--- config.mk ---
export PLATFORM = sky130hd
export DESIGN_NAME = tsp_touch_ctrl
export DESIGN_NICKNAME = d
export VERILOG_FILES = /design/src/tsp_touch_ctrl.v
export VERILOG_INCLUDE_DIRS = /design/src
export SDC_FILE = /design/constraint.sdc
export NUM_CORES = 1
export LEC_CHECK = 0
export BUFFER_PORTS_ARGS = -buffer_cell sky130_fd_sc_hd__buf_2
export CORE_UTILIZATION = 57
export CTS_BUF_LIST = sky130_fd_sc_hd__clkbuf_2
export DETAILED_ROUTE_END_ITERATION = 12
export PLACE_DENSITY_LB_ADDON = 0.12
export SLEW_MARGIN = 5
export SYNTH_ARGS = -nofsm -noshare
export SYNTH_HDL_FRONTEND = slang
export SYNTH_SLANG_ARGS = --single-unit
--- constraint.sdc ---
create_clock -name core_clk -period 3.9 [get_ports core_clk]
set_input_delay 0.78 -clock core_clk [delete_from_list [all_inputs] [get_ports core_clk]]
set_output_delay 0.78 -clock core_clk [all_outputs]
set_load 0.05 [all_outputs]
--- src/tsp_defs.vh ---
// Constants for the touch scan, standby and self-test fault block
`ifndef TSP_DEFS_VH
`define TSP_DEFS_VH

// Register byte offsets
`define TSP_CTRL_ADDR 8'h00
`define TSP_SCAN_ADDR 8'h04
`define TSP_STATE_ADDR 8'h08
`define TSP_GND_ADDR 8'h0C
`define TSP_CROSS_ADDR 8'h10
`define TSP_PARA_ADDR 8'h14
`define TSP_MODCAP_ADDR 8'h18
`define TSP_INT_STAT_ADDR 8'h1C
`define TSP_INT_CLR_ADDR 8'h20
`define TSP_INT_EN_ADDR 8'h24

// Control register fields and reset value
`define TSP_CTRL_NOISE_BIT 0
`define TSP_CTRL_DEB_LSB 1
`define TSP_CTRL_DEB_MSB 2
`define TSP_CTRL_RESET 3'h0

// Interrupt status bit positions
`define TSP_INT_POWER_ON_SELF_TEST 0
`define TSP_INT_TOUCH 1
`define TSP_INT_DEEP 2
`define TSP_INT_WAKE 3
`define TSP_INT_W 4

// Modulator capacitor check codes and limits in pF
`define TSP_MOD_OK 8'h00
`define TSP_MOD_HIGH 8'h01
`define TSP_MOD_LOW 8'h02
`define TSP_MOD_MIN_PF 16'h03E8
`define TSP_MOD_MAX_PF 16'h0FA0

// Parasitic capacitance limit in pF
`define TSP_PARA_MAX_PF 8'h28

// Scan period limits in ms
`define TSP_PERIOD_MIN_MS 10'h019
`define TSP_PERIOD_MAX_MS 10'h22C

// Reinitialisation times in ms after wake
`define TSP_REINIT_NORMAL_MS 10'h014
`define TSP_REINIT_HIGH_MS 10'h032

// Debounce counts
`define TSP_DEB_FIXED 7'h03
`define TSP_DEB_SEL1 7'h18
`define TSP_DEB_SEL2 7'h30
`define TSP_DEB_SEL3 7'h63
`define TSP_DEB_GROUP 7'h03

// Clock rate and ms tick
`define TSP_CLK_KHZ 250000
`define TSP_MS_PER_TICK 1
`define TSP_CYCLES_PER_MS (`TSP_CLK_KHZ / 1000 * `TSP_MS_PER_TICK * 1000)

`endif

--- src/tsp_touch_ctrl.v ---
// Ten-input touch controller: self-test faults, scan timing, standby and APB registers
//
// What this block does
// Ground shorts reported as ten-bit mask
// Modulator capacitor check coded zero, one, two
// Input-to-input shorts as ten-bit mask
// Parasitic above 40 pF sets mask bit
// Scan period is scan time plus sleep
// Period is resistor offset plus constant
// Period kept between 25 and 556 ms
// Standby pin high enters deep sleep
// Deep sleep powers down, no scanning
// Standby pin low wakes the device
// Wake reinitialises: 20 or 50 ms
// Touches during reinitialisation are not reported
// Host holds standby pin low at power-on
// Pin high at power-on: test, LED, then sleep
// First touch latency: period plus confirm scans
// Later touches: constant plus confirm scans
// Debounce three; input zero selects 3/24/48/99
// Fault masks captured once at self-test end
//
// The register offsets and register access over APB were left to the implementer.
`include "tsp_defs.vh"

module tsp_touch_ctrl #(
  parameter CYCLES_PER_MS = `TSP_CYCLES_PER_MS,
  parameter NUM_IN = 10
) (
  input wire core_clk,
  input wire nrst,
  input wire psel,
  input wire penable,
  input wire pwrite,
  input wire [7:0] paddr,
  input wire [31:0] pwdata,
  output reg [31:0] prdata,
  output reg pready,
  output reg pslverr,
  input wire rateAndStandbyPin,
  input wire selfTestDone,
  input wire [NUM_IN-1:0] gndShortIn,
  input wire [NUM_IN-1:0] crossShortIn,
  input wire [8*NUM_IN-1:0] parasiticPf,
  input wire [15:0] modulatorCapPf,
  input wire ledEffectDone,
  input wire [9:0] rateOffsetMs,
  input wire [9:0] rateConstMs,
  input wire scanDone,
  input wire [NUM_IN-1:0] touchRaw,
  output reg frontEndOn,
  output reg scanReq,
  output reg scanActive,
  output reg sleeping,
  output reg deepSleep,
  output reg reinitActive,
  output reg [NUM_IN-1:0] buttonState,
  output reg irq
);

  ////////////////////////////////////////////////////////////////////////////
  // States, one-hot
  localparam [4:0] ST_POWER_ON_SELF_TEST = 5'b00001;
  localparam [4:0] ST_LED = 5'b00010;
  localparam [4:0] ST_RUN = 5'b00100;
  localparam [4:0] ST_DEEP = 5'b01000;
  localparam [4:0] ST_REINIT = 5'b10000;

  // Clamp resistor offset plus constant into the legal period range
  function [9:0] clampPeriod;
    input [9:0] offs;
    input [9:0] cons;
    reg [10:0] sum;
    begin
      sum = {1'b0, offs} + {1'b0, cons};
      if (sum < {1'b0, `TSP_PERIOD_MIN_MS})
        clampPeriod = `TSP_PERIOD_MIN_MS;
      else if (sum > {1'b0, `TSP_PERIOD_MAX_MS})
        clampPeriod = `TSP_PERIOD_MAX_MS;
      else
        clampPeriod = sum[9:0];
    end
  endfunction

  // Scans needed to confirm: floor((debounce-1)/3)+1
  function [6:0] confirmScans;
    input [6:0] deb;
    begin
      confirmScans = (deb - 7'h01) / `TSP_DEB_GROUP + 7'h01;
    end
  endfunction

  ////////////////////////////////////////////////////////////////////////////
  // Declarations
  reg [4:0] state_reg;
  reg [4:0] state_next;
  reg pinS1_reg;
  reg pinS2_reg;
  reg pinS3_reg;
  reg pinLevel_reg;
  reg [31:0] tickCnt_reg;
  reg msTick_reg;
  reg [9:0] msCnt_reg;
  reg fastMode_reg;
  reg [9:0] periodMs_reg;
  reg [2:0] ctrl_reg;
  reg [NUM_IN-1:0] gndMask_reg;
  reg [NUM_IN-1:0] crossMask_reg;
  reg [NUM_IN-1:0] paraMask_reg;
  reg [7:0] modCheck_reg;
  reg [`TSP_INT_W-1:0] intStat_reg;
  reg [`TSP_INT_W-1:0] intEn_reg;
  reg [`TSP_INT_W-1:0] intEvent;
  reg [`TSP_INT_W-1:0] intStat_next;
  reg [6:0] hitCnt_reg [0:NUM_IN-1];
  reg [NUM_IN-1:0] btn_next;
  reg [NUM_IN-1:0] paraOver;
  reg [7:0] modCode;
  reg [6:0] cs0Deb;
  reg [31:0] rdData;
  reg rdHit;
  wire apbAccess;
  wire apbDone;
  wire [9:0] targetMs;
  wire [9:0] reinitMs;
  wire scanStart;
  integer i, j, m;

  assign apbAccess = psel & penable;
  assign apbDone = apbAccess & pready;
  assign targetMs = fastMode_reg ? rateConstMs : periodMs_reg;
  assign reinitMs = ctrl_reg[`TSP_CTRL_NOISE_BIT] ?
                    `TSP_REINIT_HIGH_MS : `TSP_REINIT_NORMAL_MS;
  // Scan starts on the tick that completes the period, shared with the sleep flag
  assign scanStart = state_reg == ST_RUN && state_next == ST_RUN && msTick_reg &&
                     msCnt_reg + 10'h001 >= targetMs;

  ////////////////////////////////////////////////////////////////////////////
  // Standby pin synchroniser: level changes once stages two and three agree
  always @(posedge core_clk) begin
    if (!nrst) begin
      pinS1_reg <= 1'b0;
      pinS2_reg <= 1'b0;
      pinS3_reg <= 1'b0;
      pinLevel_reg <= 1'b0;
    end else begin
      pinS1_reg <= rateAndStandbyPin;
      pinS2_reg <= pinS1_reg;
      pinS3_reg <= pinS2_reg;
      if (pinS2_reg == pinS3_reg)
        pinLevel_reg <= pinS3_reg;
    end
  end

  ////////////////////////////////////////////////////////////////////////////
  // Fault decoding from raw self-test results
  always @* begin
    for (i = 0; i < NUM_IN; i = i + 1)
      paraOver[i] = parasiticPf[8*i +: 8] > `TSP_PARA_MAX_PF;
    if (modulatorCapPf > `TSP_MOD_MAX_PF)
      modCode = `TSP_MOD_HIGH;
    else if (modulatorCapPf < `TSP_MOD_MIN_PF)
      modCode = `TSP_MOD_LOW;
    else
      modCode = `TSP_MOD_OK;
  end

  // Capture once at self-test end; held until the next power-up reset
  always @(posedge core_clk) begin
    if (!nrst) begin
      gndMask_reg <= {NUM_IN{1'b0}};
      crossMask_reg <= {NUM_IN{1'b0}};
      paraMask_reg <= {NUM_IN{1'b0}};
      modCheck_reg <= `TSP_MOD_OK;
    end else if (state_reg == ST_POWER_ON_SELF_TEST && selfTestDone) begin
      gndMask_reg <= gndShortIn;
      crossMask_reg <= crossShortIn;
      paraMask_reg <= paraOver;
      modCheck_reg <= modCode;
    end
  end

  ////////////////////////////////////////////////////////////////////////////
  // Top state machine
  always @* begin
    state_next = state_reg;
    case (state_reg)
      ST_POWER_ON_SELF_TEST: begin
        if (selfTestDone)
          state_next = ST_LED;
      end
      ST_LED: begin
        // Pin high at power-on only takes effect after the LED effect
        if (ledEffectDone)
          state_next = pinLevel_reg ? ST_DEEP : ST_RUN;
      end
      ST_RUN: begin
        if (pinLevel_reg)
          state_next = ST_DEEP;
      end
      ST_DEEP: begin
        if (!pinLevel_reg)
          state_next = ST_REINIT;
      end
      ST_REINIT: begin
        if (pinLevel_reg)
          state_next = ST_DEEP;
        else if (msTick_reg && msCnt_reg + 10'h001 >= reinitMs)
          state_next = ST_RUN;
      end
      default: state_next = ST_POWER_ON_SELF_TEST;
    endcase
  end

  always @(posedge core_clk) begin
    if (!nrst)
      state_reg <= ST_POWER_ON_SELF_TEST;
    else
      state_reg <= state_next;
  end

  ////////////////////////////////////////////////////////////////////////////
  // Millisecond tick; restarted on each state change so phases start clean
  always @(posedge core_clk) begin
    if (!nrst || state_next != state_reg) begin
      tickCnt_reg <= 32'h0000_0000;
      msTick_reg <= 1'b0;
    end else if (tickCnt_reg >= CYCLES_PER_MS - 1) begin
      tickCnt_reg <= 32'h0000_0000;
      msTick_reg <= 1'b1;
    end else begin
      tickCnt_reg <= tickCnt_reg + 32'h0000_0001;
      msTick_reg <= 1'b0;
    end
  end

  // Period latch, ms counter and scan request
  always @(posedge core_clk) begin
    if (!nrst) begin
      msCnt_reg <= 10'h000;
      periodMs_reg <= `TSP_PERIOD_MIN_MS;
      scanReq <= 1'b0;
      scanActive <= 1'b0;
    end else begin
      scanReq <= 1'b0;
      periodMs_reg <= clampPeriod(rateOffsetMs, rateConstMs);
      if (state_next != state_reg) begin
        msCnt_reg <= 10'h000;
        scanActive <= 1'b0;
      end else if (state_reg == ST_RUN || state_reg == ST_REINIT) begin
        if (scanDone)
          scanActive <= 1'b0;
        if (msTick_reg) begin
          // One period holds one scan followed by sleep
          if (state_reg == ST_RUN && msCnt_reg + 10'h001 >= targetMs) begin
            msCnt_reg <= 10'h000;
            scanReq <= 1'b1;
            scanActive <= 1'b1;
          end else begin
            msCnt_reg <= msCnt_reg + 10'h001;
          end
        end
      end else begin
        msCnt_reg <= 10'h000;
        scanActive <= 1'b0;
      end
    end
  end

  ////////////////////////////////////////////////////////////////////////////
  // Debounce: per-input consecutive touched scans
  always @* begin
    case (ctrl_reg[`TSP_CTRL_DEB_MSB:`TSP_CTRL_DEB_LSB])
      2'b01: cs0Deb = `TSP_DEB_SEL1;
      2'b10: cs0Deb = `TSP_DEB_SEL2;
      2'b11: cs0Deb = `TSP_DEB_SEL3;
      default: cs0Deb = `TSP_DEB_FIXED;
    endcase
    for (j = 0; j < NUM_IN; j = j + 1) begin
      // First detecting scan plus the confirm scans at the fast rate
      if (j == 0)
        btn_next[j] = touchRaw[j] && hitCnt_reg[j] >= confirmScans(cs0Deb);
      else
        btn_next[j] = touchRaw[j] &&
                      hitCnt_reg[j] >= confirmScans(`TSP_DEB_FIXED);
    end
  end

  always @(posedge core_clk) begin
    if (!nrst) begin
      for (m = 0; m < NUM_IN; m = m + 1)
        hitCnt_reg[m] <= 7'h00;
      buttonState <= {NUM_IN{1'b0}};
      fastMode_reg <= 1'b0;
    end else if (state_reg != ST_RUN) begin
      // Touches seen while reinitialising or asleep are dropped
      for (m = 0; m < NUM_IN; m = m + 1)
        hitCnt_reg[m] <= 7'h00;
      buttonState <= {NUM_IN{1'b0}};
      fastMode_reg <= 1'b0;
    end else if (scanDone) begin
      for (m = 0; m < NUM_IN; m = m + 1) begin
        if (!touchRaw[m])
          hitCnt_reg[m] <= 7'h00;
        else if (hitCnt_reg[m] != 7'h7F)
          hitCnt_reg[m] <= hitCnt_reg[m] + 7'h01;
      end
      buttonState <= btn_next;
      // Fast scanning at the constant rate while anything is touched
      fastMode_reg <= |touchRaw;
    end
  end

  ////////////////////////////////////////////////////////////////////////////
  // Power state outputs
  always @(posedge core_clk) begin
    if (!nrst) begin
      frontEndOn <= 1'b1;
      deepSleep <= 1'b0;
      reinitActive <= 1'b0;
      sleeping <= 1'b0;
    end else begin
      frontEndOn <= state_next != ST_DEEP;
      deepSleep <= state_next == ST_DEEP;
      reinitActive <= state_next == ST_REINIT;
      sleeping <= state_next == ST_RUN &&
                  (state_reg != ST_RUN || !(scanStart || (scanActive && !scanDone)));
    end
  end

  ////////////////////////////////////////////////////////////////////////////
  // Interrupt events; a set in the clearing cycle wins
  always @* begin
    intEvent = {`TSP_INT_W{1'b0}};
    intEvent[`TSP_INT_POWER_ON_SELF_TEST] = state_reg == ST_POWER_ON_SELF_TEST && selfTestDone;
    intEvent[`TSP_INT_TOUCH] = state_reg == ST_RUN && scanDone && btn_next != buttonState;
    intEvent[`TSP_INT_DEEP] = state_next == ST_DEEP && state_reg != ST_DEEP;
    intEvent[`TSP_INT_WAKE] = state_reg == ST_REINIT && state_next == ST_RUN;
    intStat_next = intStat_reg;
    if (apbDone && pwrite && paddr == `TSP_INT_CLR_ADDR)
      intStat_next = intStat_next & ~pwdata[`TSP_INT_W-1:0];
    intStat_next = intStat_next | intEvent;
  end

  always @(posedge core_clk) begin
    if (!nrst) begin
      intStat_reg <= {`TSP_INT_W{1'b0}};
      irq <= 1'b0;
    end else begin
      intStat_reg <= intStat_next;
      irq <= |(intStat_next & intEn_reg);
    end
  end

  ////////////////////////////////////////////////////////////////////////////
  // APB read mux
  always @* begin
    rdData = 32'h0000_0000;
    rdHit = 1'b1;
    case (paddr)
      `TSP_CTRL_ADDR: rdData[2:0] = ctrl_reg;
      `TSP_SCAN_ADDR: rdData = {6'h00, rateConstMs, 6'h00, periodMs_reg};
      `TSP_STATE_ADDR: rdData = {11'h000, buttonState, 4'h0, pinLevel_reg,
                                 scanActive, state_reg};
      `TSP_GND_ADDR: rdData[NUM_IN-1:0] = gndMask_reg;
      `TSP_CROSS_ADDR: rdData[NUM_IN-1:0] = crossMask_reg;
      `TSP_PARA_ADDR: rdData[NUM_IN-1:0] = paraMask_reg;
      `TSP_MODCAP_ADDR: rdData[7:0] = modCheck_reg;
      `TSP_INT_STAT_ADDR: rdData[`TSP_INT_W-1:0] = intStat_reg;
      `TSP_INT_CLR_ADDR: rdData = 32'h0000_0000;
      `TSP_INT_EN_ADDR: rdData[`TSP_INT_W-1:0] = intEn_reg;
      default: rdHit = 1'b0;
    endcase
  end

  // One wait state: pready rises the cycle after penable, writes land then
  always @(posedge core_clk) begin
    if (!nrst) begin
      pready <= 1'b0;
      pslverr <= 1'b0;
      prdata <= 32'h0000_0000;
      ctrl_reg <= `TSP_CTRL_RESET;
      intEn_reg <= {`TSP_INT_W{1'b0}};
    end else begin
      pready <= apbAccess && !pready;
      pslverr <= apbAccess && !pready && !rdHit;
      if (apbAccess && !pready)
        prdata <= pwrite ? 32'h0000_0000 : rdData;
      if (apbDone && pwrite) begin
        if (paddr == `TSP_CTRL_ADDR)
          ctrl_reg <= pwdata[2:0];
        if (paddr == `TSP_INT_EN_ADDR)
          intEn_reg <= pwdata[`TSP_INT_W-1:0];
      end
    end
  end

endmodule // tsp_touch_ctrl

==> results_dict.tcl <==
set metrics [dict create \
    required_ns 4.62 \
    synth-compound-area-share_pct 15.4 \
    cts_setup_buffers 0 \
    gr-total-overflow 0 \
    hold_violations 0 \
    die_x_um 143 \
    crit_family "compound AO/OA/AOI/OAI gates" \
    num_vias 10300 \
    cts_resized 0 \
    worstSetupEndpointType "flop" \
    synth_area_per_cell_um2 8.98 \
    hpwl_um 23300 \
    synth_flop_cell "dfxtp_1" \
    yosysTopAreaCellShare_pct 26.6 \
    start_util_pct 58.1 \
    track_usage_pct 30.6 \
    ys_ff_latch 220 \
    clockRootBuffer "clkbuf_2" \
    nets 1761 \
    relSlewSlack_pct 20.8 \
    critPathMaxFanout 12 \
    place_congestion 0.965 \
    cts_buffer_depth 3 \
    die-height_um 143 \
    largest_reg_flops 70 \
    drt_iter0_drc 698 \
    setup_viol 0 \
    synth_top_cells_by_count "nor2_1, dfxtp_1, nand2_1, a21oi_1, nand3_1" \
    tns_ns 0 \
    io_pins 246 \
    mappedNetlistArea_um2 11300 \
    hold_ws_ns 0.158 \
    wire_per_inst_um 17.2 \
    finalCriticalPeriod_ns 3.47 \
    grt_max_degree 37 \
    max_freq_mhz 288 \
    vias_per_cell 5.67 \
    synthAdderAreaFrac_pct 6.15 \
    synth_top_family_by_area "simple AND/OR/NAND/NOR gates" \
    p_switching_mw 1.23 \
    antenna_found_initial 2 \
    p_int_mw 3.17 \
    pwr-share-clk_pct 34.7 \
    switching_share_pct 27.9 \
    worst_pin_slew_ns 1.19 \
    start_kind "flop" \
    fp-row-count 51 \
    die_area_um2 20400 \
    antenna_left 0 \
    async_reset_ff_share_pct 0 \
    slowest_stage "o2111ai_1" \
    status "completed" \
    path_clk_slew_ns 0.10 \
    num-fill-cells 1728 \
    critPathMaxStageDelay_ns 0.57 \
    skew_ns 0.0382 \
    syn_inst 1259 \
    synthDistinctLibCells 70 \
    layout-drive-gt1-share_pct 22.1 \
    crit_top_cell "ha_1" \
    hold_start "rateAndStandbyPin" \
    drv_slew 0 \
    power_frac_comb_pct 9.7 \
    cts_made_buffers 57 \
    power_density_nw_per_um2 334 \
    synthMuxAreaShare_pct 1.79 \
    synth.most_common_cell "nor2_1" \
    cts_tree "done" \
    finalPower_mw 4.39 \
    clock-sinks 220 \
    r2r-start "msCnt_reg[0]" \
    peakVddDrop_mv 0.300 \
    rsz0062_at_grt "false" \
    io_buffers 210 \
    post-route-period-util_pct 89.1 \
    grt_pass1_wl_um 48100 \
    cp-startpoint "msCnt_reg[0]" \
    core-area_um2 19500 \
    crit_path_cell_trace "ha_1 > xor2_1 > ha_1 > a21boi_0 > o311a_1 > a2111o_1 > a211oi_2 > o2111ai_1 > a31oi_1" \
    cts.htree.levels 2 \
    synth.top_cells.by_area "dfxtp_1, edfxtp_1, ha_1" \
    pwr-share-seq_pct 55.6 \
    first_global_vias 9684 \
    synthSimpleGateAreaFrac_pct 22.0 \
    critPathKind "reg2reg" \
    drc_errors 0 \
    synth-edff-count 70 \
    leakagePower_nw 5.56 \
    path_buf_inv 0 \
    holdCritPathClass "in2reg" \
    ys_seq_area_share_pct 45.2 \
    syn2layout_area_growth_pct 16.3 \
    yosys_warnings 0 \
    hold_buffers 0 \
    drv_cap 0 \
    wirelength_um 31300 \
    drtPass1Iterations 7 \
    synth.largest_area_cell "dfxtp_1" \
    synthXorXnorAreaFrac_pct 6.20 \
    cp.arrival_ns 4.19 \
    insertion_delay_ns 0.84 \
]
final timing paths:
check / endpoint / slack, ns / cells past startpoint
worst max-delay path: msCnt_reg[7] / 0.43 / 9
worst min-delay path: pinS1_reg / 0.16 / 2
worst max register to register: msCnt_reg[7] / 0.43 / 9
worst min register to register: pinS2_reg / 0.44 / 1
layer usage:
layer / wire [µm] / GRT usage (%)
met4: 1530 / 17.7
met1: 12500 / 34.8
met2: 15100 / 52.6
met3: 2170 / 6.94
met5: 0 / 0
power by group through the flow:
stage / clock [mW] / combinational [mW] / sequential (mW)
after global routing: 1.68 / 0.469 / 2.45
final: 1.52 / 0.428 / 2.44
after global placement: 0 / 0.413 / 2.49
after floorplan: 0 / 0.256 / 2.47
after detailed placement: 0 / 0.419 / 2.49
after CTS: 1.57 / 0.421 / 2.44
placed cells by master (no fill, tap or decap), types with 7 or more instances in the layout:
| cell | synthesis | layout |
|---|---|---|
| xnor2_1 | 44 | 44 |
| o31a_1 | 14 | 14 |
| nand3_1 | 71 | 71 |
| a222oi_1 | 8 | 8 |
| clkbuf_2 | 1 | 89 |
| or4_1 | 18 | 18 |
| xor2_1 | 36 | 36 |
| a22oi_1 | 32 | 32 |
| ha_1 | 54 | 54 |
| nor2_1 | 172 | 172 |
| buf_4 | 7 | 16 |
| or2_2 | 9 | 9 |
| a21o_1 | 17 | 17 |
| and3_1 | 22 | 22 |
| a21oi_1 | 78 | 78 |
| nor3_1 | 31 | 31 |
| mux2i_1 | 18 | 18 |
| and2_1 | 7 | 7 |
| nand2_1 | 141 | 141 |
| o21ai_0 | 44 | 44 |
| edfxtp_1 | 70 | 70 |
| inv_1 | 37 | 37 |
| conb_1 | 1 | 21 |
| dfxtp_1 | 150 | 150 |
| buf_2 | 2 | 210 |
| nor4_1 | 21 | 21 |
per-stage QoR:
step                      cell area (µm²)  setup slack (ns)  utilization, %  cells
after floorplan                     11400             0.952               -   1279
after global placement              12700             0.557            65.0   1717
after detailed placement            12700             0.535            65.0   1717
after CTS                           13100             0.501            67.5   1815
after global routing                13100             0.196            67.5   1817
final                               13100             0.425            67.6   1818
logic make-up after synthesis:
kind of cell | count (synthesis)
and+or+nand+nor | 532
AOI/OAI and AO/OA | 260
DFF | 220
buffers and inverters | 91
xor gates and xnor gates | 80
adders and majority gates | 55
muxes | 20
other | 1
worst reg2reg max path, delay by kind of cell, from the launching register on:
kind / cells / cell delay (ns)
flops: 1 / 0.44
compound gates: 6 / 2.12
xor+xnor: 1 / 0.24
fa+ha+maj: 2 / 0.55
cell type report:
type | count | area, µm² | share of cell area (%)
clock inverter | 9 | 41.3 | 0.314
multi-input combinational | 968 | 5900 | 44.9
antenna | 3 | 7.51 | 0.0571
sequential | 220 | 5100 | 38.8
inverter | 38 | 143 | 1.08
timing repair buffer | 226 | 1170 | 8.91
tap | 265 | 332 | 2.52
clock buffer | 89 | 445 | 3.39
Power figures use the tool's default switching activity.
